--- config.mk ---
export PLATFORM = sky130hd
export DESIGN_NAME = mts_tx_start
export DESIGN_NICKNAME = d
export VERILOG_FILES = /design/src/common/mts_pkg.sv /design/src/hdl/mts_line_clock.sv /design/src/hdl/mts_tx_start.sv
export SDC_FILE = /design/constraint.sdc
export NUM_CORES = 1
export LEC_CHECK = 0
export ABC_AREA = 1
export BUFFER_PORTS_ARGS = -buffer_cell sky130_fd_sc_hd__buf_2
export CORE_MARGIN = 3
export CORE_UTILIZATION = 51
export CTS_CLUSTER_SIZE = 16
export DETAILED_ROUTE_END_ITERATION = 8
export GPL_ROUTABILITY_DRIVEN = 0
export GPL_TIMING_DRIVEN = 0
export PLACE_DENSITY = 0.77
export SETUP_SLACK_MARGIN = 0.05
export SYNTH_ARGS = -nofsm -noshare
export SYNTH_HDL_FRONTEND = slang
export SYNTH_SLANG_ARGS = --single-unit
--- constraint.sdc ---
create_clock -name i_clock -period 1.3 [get_ports i_clock]
set_input_delay 0.13 -clock i_clock [delete_from_list [all_inputs] [get_ports i_clock]]
set_output_delay 0.13 -clock i_clock [all_outputs]
set_load 0.1 [all_outputs]
--- src/common/mts_pkg.sv ---
// Constants and carrier types for the transmit start and line clock block
package mts_pkg;
  localparam int unsigned START_BIT_POS = 13;
  localparam int unsigned SPEED_BIT_POS = 22;
  localparam int unsigned CLOCK_NS = 25;
  // Settle cycles in the DMA side before the first fetch
  localparam logic [2:0] DMA_LEAD_CYCLES = 3'h4;
  // Register side delay before the request toggles
  localparam logic [1:0] CSR_LEAD_CYCLES = 2'h2;
  localparam logic [3:0] DESC_WORDS = 4'h3;
  localparam logic [3:0] DATA_WORDS = 4'h2;
  localparam logic [4:0] DIV_FAST = 5'h02;
  localparam logic [4:0] DIV_SLOW = 5'h14;

  typedef enum logic [2:0] {
    MTS_IDLE = 3'b000,
    MTS_LEAD = 3'b001,
    MTS_DESC = 3'b010,
    MTS_DATA = 3'b011,
    MTS_LINE = 3'b100
  } mts_phase_t;

  // DMA request group
  typedef struct packed {
    logic req;
    logic is_data;
    logic fifo_wr;
  } mts_dma_t;
endpackage : mts_pkg

--- src/hdl/mts_line_clock.sv ---
// Line clock divider for RMII reference
module mts_line_clock
  import mts_pkg::*;
(
  // Reference clock and reset
  input wire logic i_clock,
  input wire logic i_rst_n,
  // Speed select, one means 100 Mbps
  input wire logic i_speed_100,
  // Derived line clock level
  output logic o_line_clock
);
  typedef struct packed {
    logic [4:0] cnt;
    logic clk;
    // Watch of the output level, used only by the period check
    logic last;
    logic [4:0] gap;
    logic slow;
  } mts_div_t;
  mts_div_t st_q, st_d;
  logic [4:0] half;

  // Half period count from the selected ratio
  always_comb begin
    half = i_speed_100 ? (DIV_FAST >> 1) : (DIV_SLOW >> 1);
    st_d = st_q;
    if (st_q.cnt >= half - 5'h01) begin
      st_d.cnt = 5'h00;
      st_d.clk = ~st_q.clk;
    end else begin
      st_d.cnt = st_q.cnt + 5'h01;
    end
    // Cycles since the level last moved, and whether slow mode held
    st_d.last = st_q.clk;
    if (st_q.clk != st_q.last) begin
      st_d.gap = 5'h01;
      st_d.slow = !i_speed_100;
    end else begin
      st_d.gap = (st_q.gap == 5'h1f) ? st_q.gap : st_q.gap + 5'h01;
      st_d.slow = st_q.slow && !i_speed_100;
    end
  end

  always_ff @(posedge i_clock) begin
    if (!i_rst_n) begin
      st_q <= '0;
    end else begin
      st_q <= st_d;
    end
  end

  assign o_line_clock = st_q.clk;

  property p_div_slow;
    @(posedge i_clock) disable iff (!i_rst_n)
      st_q.slow && (st_q.gap <= (DIV_SLOW >> 1))
        |-> ((st_q.clk != st_q.last) == (st_q.gap == (DIV_SLOW >> 1)));
  endproperty
  a_div_slow: assert property (p_div_slow) else $error("slow div wrong");
  property p_div_fast;
    @(posedge i_clock) disable iff (!i_rst_n)
      i_speed_100 && $past(i_speed_100) && $past(i_speed_100, 2)
        && $changed(st_q.clk) |=> $changed(st_q.clk);
  endproperty
  a_div_fast: assert property (p_div_fast) else $error("fast div wrong");
  c_toggle: cover property (@(posedge i_clock) $rose(o_line_clock));
endmodule : mts_line_clock

--- src/hdl/mts_tx_start.sv ---
// Transmit start sequencer with a single clock and RMII clock divider
module mts_tx_start
  import mts_pkg::*;
(
  // Clock and reset
  input wire logic i_clock,
  input wire logic i_rst_n,
  // Operating mode bits from the register file
  input wire logic i_tx_start_bit,
  input wire logic i_speed_100,
  // DMA handshake
  input wire logic i_dma_acknowledge,
  output mts_pkg::mts_dma_t o_dma,
  // FIFO level reached and line done
  input wire logic i_fifo_ready,
  input wire logic i_line_done,
  // Status
  output logic o_tx_stopped,
  output logic o_line_start,
  output mts_pkg::mts_phase_t o_phase,
  // RMII derived line clock
  output logic o_line_clock
);
  typedef struct packed {
    logic [1:0] ack_sync;
    logic start_seen;
    logic stopped;
    logic [1:0] csr_cnt;
    logic req_tog;
    logic [1:0] req_sync;
    logic req_last;
    logic ack_tog;
    mts_phase_t phase;
    logic [2:0] lead;
    logic [3:0] words;
    logic line_start;
  } mts_state_t;
  mts_state_t st_q, st_d;
  logic [1:0] ack_pin_q;
  logic ack;

  // Acknowledge pin passes two flops
  always_ff @(posedge i_clock) begin
    if (!i_rst_n) begin
      ack_pin_q <= 2'h0;
    end else begin
      ack_pin_q <= {ack_pin_q[0], i_dma_acknowledge};
    end
  end
  assign ack = ack_pin_q[1];

  // Sequencer next state
  always_comb begin
    st_d = st_q;
    st_d.line_start = 1'b0;
    // Start bit sampled, stopped falls next cycle
    st_d.start_seen = i_tx_start_bit;
    if (i_tx_start_bit && st_q.stopped) begin
      st_d.stopped = 1'b0;
      st_d.csr_cnt = CSR_LEAD_CYCLES;
    end else if (!i_tx_start_bit && st_q.phase == MTS_IDLE) begin
      st_d.stopped = 1'b1;
    end
    // Register side counts down then toggles request
    if (st_q.csr_cnt != 2'h0) begin
      st_d.csr_cnt = st_q.csr_cnt - 2'h1;
      if (st_q.csr_cnt == 2'h1) begin
        st_d.req_tog = ~st_q.req_tog;
      end
    end
    // Two stage sync of the request toggle
    st_d.req_sync = {st_q.req_sync[0], st_q.req_tog};
    st_d.req_last = st_q.req_sync[1];
    unique case (st_q.phase)
      MTS_IDLE: begin
        if (st_q.req_sync[1] != st_q.req_last) begin
          st_d.ack_tog = ~st_q.ack_tog;
          st_d.phase = MTS_LEAD;
          st_d.lead = DMA_LEAD_CYCLES - 3'h1;
        end
      end
      MTS_LEAD: begin
        if (st_q.lead == 3'h0) begin
          st_d.phase = MTS_DESC;
          st_d.words = DESC_WORDS;
        end else begin
          st_d.lead = st_q.lead - 3'h1;
        end
      end
      MTS_DESC: begin
        if (ack) begin
          st_d.words = st_q.words - 4'h1;
          if (st_q.words == 4'h1) begin
            st_d.phase = MTS_DATA;
            st_d.words = DATA_WORDS;
          end
        end
      end
      MTS_DATA: begin
        if (ack && st_q.words != 4'h0) begin
          st_d.words = st_q.words - 4'h1;
        end
        if ((st_q.words == 4'h0) && i_fifo_ready) begin
          st_d.phase = MTS_LINE;
          st_d.line_start = 1'b1;
        end
      end
      MTS_LINE: begin
        if (i_line_done) begin
          st_d.phase = MTS_IDLE;
        end
      end
      default: st_d.phase = MTS_IDLE;
    endcase
  end

  always_ff @(posedge i_clock) begin
    if (!i_rst_n) begin
      st_q <= '0;
      st_q.stopped <= 1'b1;
      st_q.phase <= MTS_IDLE;
    end else begin
      st_q <= st_d;
    end
  end

  // Request held until each acknowledged word
  assign o_dma.req = (st_q.phase == MTS_DESC) ||
                     (st_q.phase == MTS_DATA && st_q.words != 4'h0);
  assign o_dma.is_data = (st_q.phase == MTS_DATA);
  assign o_dma.fifo_wr = (st_q.phase == MTS_DATA) && ack &&
                         (st_q.words != 4'h0);
  assign o_tx_stopped = st_q.stopped;
  assign o_line_start = st_q.line_start;
  assign o_phase = st_q.phase;

  // RMII line clock from reference
  mts_line_clock u_div (
    .i_clock(i_clock),
    .i_rst_n(i_rst_n),
    .i_speed_100(i_speed_100),
    .o_line_clock(o_line_clock)
  );

  property p_stop_fall;
    @(posedge i_clock) disable iff (!i_rst_n)
      i_tx_start_bit && st_q.stopped |=> !o_tx_stopped;
  endproperty
  a_stop_fall: assert property (p_stop_fall) else $error("no stop fall");
  property p_fetch_time;
    @(posedge i_clock) disable iff (!i_rst_n)
      $fell(o_tx_stopped) |-> ##9 (st_q.phase == MTS_DESC);
  endproperty
  a_fetch_time: assert property (p_fetch_time) else $error("fetch late");
  property p_sync_delay;
    @(posedge i_clock) disable iff (!i_rst_n)
      $changed(st_q.req_tog) |-> ##2 (st_q.req_sync[1] == st_q.req_tog);
  endproperty
  a_sync_delay: assert property (p_sync_delay) else $error("sync delay");
  property p_order;
    @(posedge i_clock) disable iff (!i_rst_n)
      $changed(st_q.phase) && st_q.phase == MTS_DATA
        |-> $past(st_q.phase) == MTS_DESC;
  endproperty
  a_order: assert property (p_order) else $error("phase order");
  property p_line_order;
    @(posedge i_clock) disable iff (!i_rst_n)
      o_line_start |-> $past(st_q.phase) == MTS_DATA;
  endproperty
  a_line_order: assert property (p_line_order) else $error("line early");
  property p_req_hold;
    @(posedge i_clock) disable iff (!i_rst_n)
      o_dma.req && !ack && st_q.phase == MTS_DESC |=> o_dma.req;
  endproperty
  a_req_hold: assert property (p_req_hold) else $error("req dropped");
  property p_ack_back;
    @(posedge i_clock) disable iff (!i_rst_n)
      st_q.phase == MTS_IDLE && (st_q.req_sync[1] != st_q.req_last)
        |=> $changed(st_q.ack_tog);
  endproperty
  a_ack_back: assert property (p_ack_back) else $error("no ack toggle");
  property p_start_seen;
    @(posedge i_clock) disable iff (!i_rst_n)
      !i_tx_start_bit && st_q.phase == MTS_IDLE |=> o_tx_stopped;
  endproperty
  a_start_seen: assert property (p_start_seen) else $error("no stop rise");
  c_desc: cover property (@(posedge i_clock) st_q.phase == MTS_DESC);
  c_data: cover property (@(posedge i_clock) o_dma.fifo_wr);
  c_line: cover property (@(posedge i_clock) o_line_start);
endmodule : mts_tx_start

==> qor.txt <==
status: finished with violations
failing checks: negative setup slack
number of buffers created by CTS: 3
Die Height: 57.14 um
slew at the pin with the worst max-slew slack: 0.5619 ns
Synth area leaders: dfxtp_1, nor2_1, nand2_1
residual DRC count: 0
post-route antenna net violation count: 0
htree depth: 1
IO Pins: 16
Filler Cell Count: 137
Die ar.: 3265 sq um
area of the multi-input gates: 847.1 sq um
yosys warns: 0
Finished Cell Area: 1938 sq um
final setup margin: -0.2503 ns
Tot Pwr: 4.433 mW
Netlist Area Pre-Place: 1334 sq um
Net Count, Synth: 202
crit-path max cell delay: 0.39 ns
worst hold path class: in2reg
Hold Path Origin: i_fifo_ready
min cycle time layout: 1.550 ns
IR drop worst, VDD: 0.002031 V
Initial DRC Count: 31
EDFF count, synth: 0
first-pass GRT wire length: 5.382 mm
clock sinks: 26
Final Cycle Share: 119.3%
wire length per cell: 14.94 um
DRT Pass-1 Iters: 4
most frequent cell after synthesis: nor2_1
top-area cell type share of the netlist area: 39.02%
number of max-cap violations: 0
crit path launch type: register
largest net degree at the start of global routing: 16
FF/Latch Area: 538.0 sq um
Final Hold Fails: 0
unrepaired setup endpoints after global routing: true
r2r setup slk: -0.25 ns
Final Non-Filler Cells: 249
RR Startpoint: o_phase[1]
predominant post-synthesis flop cell: dfxtp_1
vias in the first global route: 1216
clk_lat worst skew: 0.33 ns
GRT Util Overall: 21.17%
ant diodes: 0
reg2reg end: o_phase[2]
asr flop ratio synth: 0%
Post-DP Area: 1483 sq um
port bufs: 14
routed via count: 1317
Hold EP: o_line_start
fmax: 645.0 MHz
Worst Hold Depth: 3
initial antenna violation count: 0
Cell variety after synth: 26
final setup violation count: 12
Vias/cell: 5.289
HPWL after DPL: 1.930 mm
CP max stage cell: dfxtp_4
Net count, final: 239
Cells after DPL: 227
FF+latch count, synth: 26
crit path kind: reg2reg
clk buf depth: 2
Static Leak: 0.9054 nW
cell repeated most along the worst path: nand2_1
Core Region: 2340 sq um
GRT overflow: 0
Synth-to-Final Area Change: 45.31%
Clk pin slew, worst setup/hold paths: 0.15 ns
CP top delay family: simple AND/OR/NAND/NOR gates
share of cells above drive strength 1: 44.80%
setup TNS: -1.707 ns
Cell Pwr Density: 2287 nW/um^2
critical-path cell list: buf_4, buf_6, nor2_2, nand2_1, nor2_1, a21oi_2, nand2_2, nand2_1, nand2_1, nor2_1
r2r worst-path depth: 10
CP Capture Type: register
register area share after synthesis: 39.02%
CTS Root Cell: clkbuf_4
# rows: 17
die width: 57.14 um
clk_skew: 0.001900 ns
Crit path required time: 1.53 ns
Syn Inst Count: 185
CTS tree: yes
Mapped Avg Cell Area: 7.210 sq um
post-synth top area cell: dfxtp_1
WL final: 3.720 mm
Slew headroom: 62.54%
Slew Limit Fails: 0
starting density of the core: 57.01%
critical path buffer and inverter count: 2
Critical Path AT: 1.78 ns
CP max FO: 6
Post-synth top cells: nor2_1, nand2_1, dfxtp_1
==> cells by family (layout without fill, tap and decap cells) <==
| group | count (synthesis) | after routing | synth area share, % |
|---|---|---|---|
| simple gates | 87 | 87 | 27.77 |
| buf+inv | 34 | 70 | 11.54 |
| flops | 26 | 26 | 39.02 |
| compound gates | 23 | 23 | 9.006 |
| fa+ha+maj | 10 | 10 | 9.381 |
| xor+xnor | 5 | 5 | 3.284 |
==> layout by cell type, fill, tap and decap left out, types with 3 or more instances in the layout <==
master    Yosys  layout
nand2_1      35      28
nor2_1       36      24
buf_4         4      20
inv_1        25      19
dfxtp_1      26      16
nor2_2        2      10
dfxtp_2       0       8
nand2_2       2       7
ha_1         10       7
inv_2         2       6
buf_2         1       6
o21ai_0      11       6
nor2_4        1       5
buf_12        0       5
a21oi_1       8       4
clkbuf_4      0       4
a21oi_2       0       3
o21ai_1       1       3
xor2_1        3       3
buf_6         0       3
==> state kept, by name, summed over array words and instances, names as in the netlist <==
name,flops
o_tx_stopped,1
st_d,3
u_div.st_q,5
o_line_start,1
o_phase,3
u_div.o_line_clock,1
ack_pin_q,2
st_q,10
==> through the flow <==
stage / hold slack (ns) / util [%] / worst slack, ns
finish: 0.05468 / 82.83 / -0.2503
global route: 0.05417 / 82.83 / -0.3264
CTS: 0.07079 / 76.10 / -0.1687
detailed placement: 0.3305 / 63.37 / -0.2067
global placement: 0.3118 / 63.37 / -0.2081
floorplan: 0.2276 / - / -0.002519
==> tightest hold or removal path, delay by kind of cell <==
kind          cells  cell delay [ns]
buf+inv           1             0.11
simple gates      2             0.13
==> cell type report <==
class | count | share of cell area [%]
buffer | 7 | 2.905
clock buffer | 3 | 1.162
clock inverter | 1 | 1.549
inverter | 27 | 5.487
multi-input combinational | 125 | 43.71
sequential | 26 | 27.76
tap | 28 | 1.808
timing repair buffer | 32 | 15.62
==> what timing repair did <==
action | in CTS | in global routing
gates cloned | 0 | 0
setup buffers | 7 | 9
hold buffers | 2 | 0
endpoints found under the hold margin | 2 | 0
pin swaps | 10 | 9
endpoints found under the setup margin | 24 | 22
gates resized for setup | 51 | 33
==> power by group <==
part	switching, mW	total, mW	leakage, nW	internal, mW
clock	0.256	0.568	0.0279	0.312
sequential	0.179	1.18	0.217	1.01
combinational	1.64	2.68	0.661	1.04
total	2.07	4.43	0.905	2.36
==> how the worst max path moves through the flow <==
| stage | start | depth (start not counted) | slack, ns | end |
|---|---|---|---|---|
| floorplan | st_q[1] | 3 | -0.003 | o_dma[2] |
| global placement | o_phase[1] | 6 | -0.21 | o_dma[1] |
| detailed placement | o_phase[1] | 6 | -0.21 | o_dma[1] |
| CTS | st_q[2] | 6 | -0.17 | o_dma[0] |
| global route | o_phase[1] | 9 | -0.33 | o_phase[2] |
| finish | o_phase[1] | 10 | -0.25 | o_phase[2] |
==> layer usage <==
metal	vias up	global-route usage (%)	share of wire (%)
li1	639	-	-
met1	617	23.47	38
met2	40	38.17	51
met3	21	3.620	3.7
met4	0	11.26	7.8
met5	-	0	0
(Power assumes the default switching activity.)
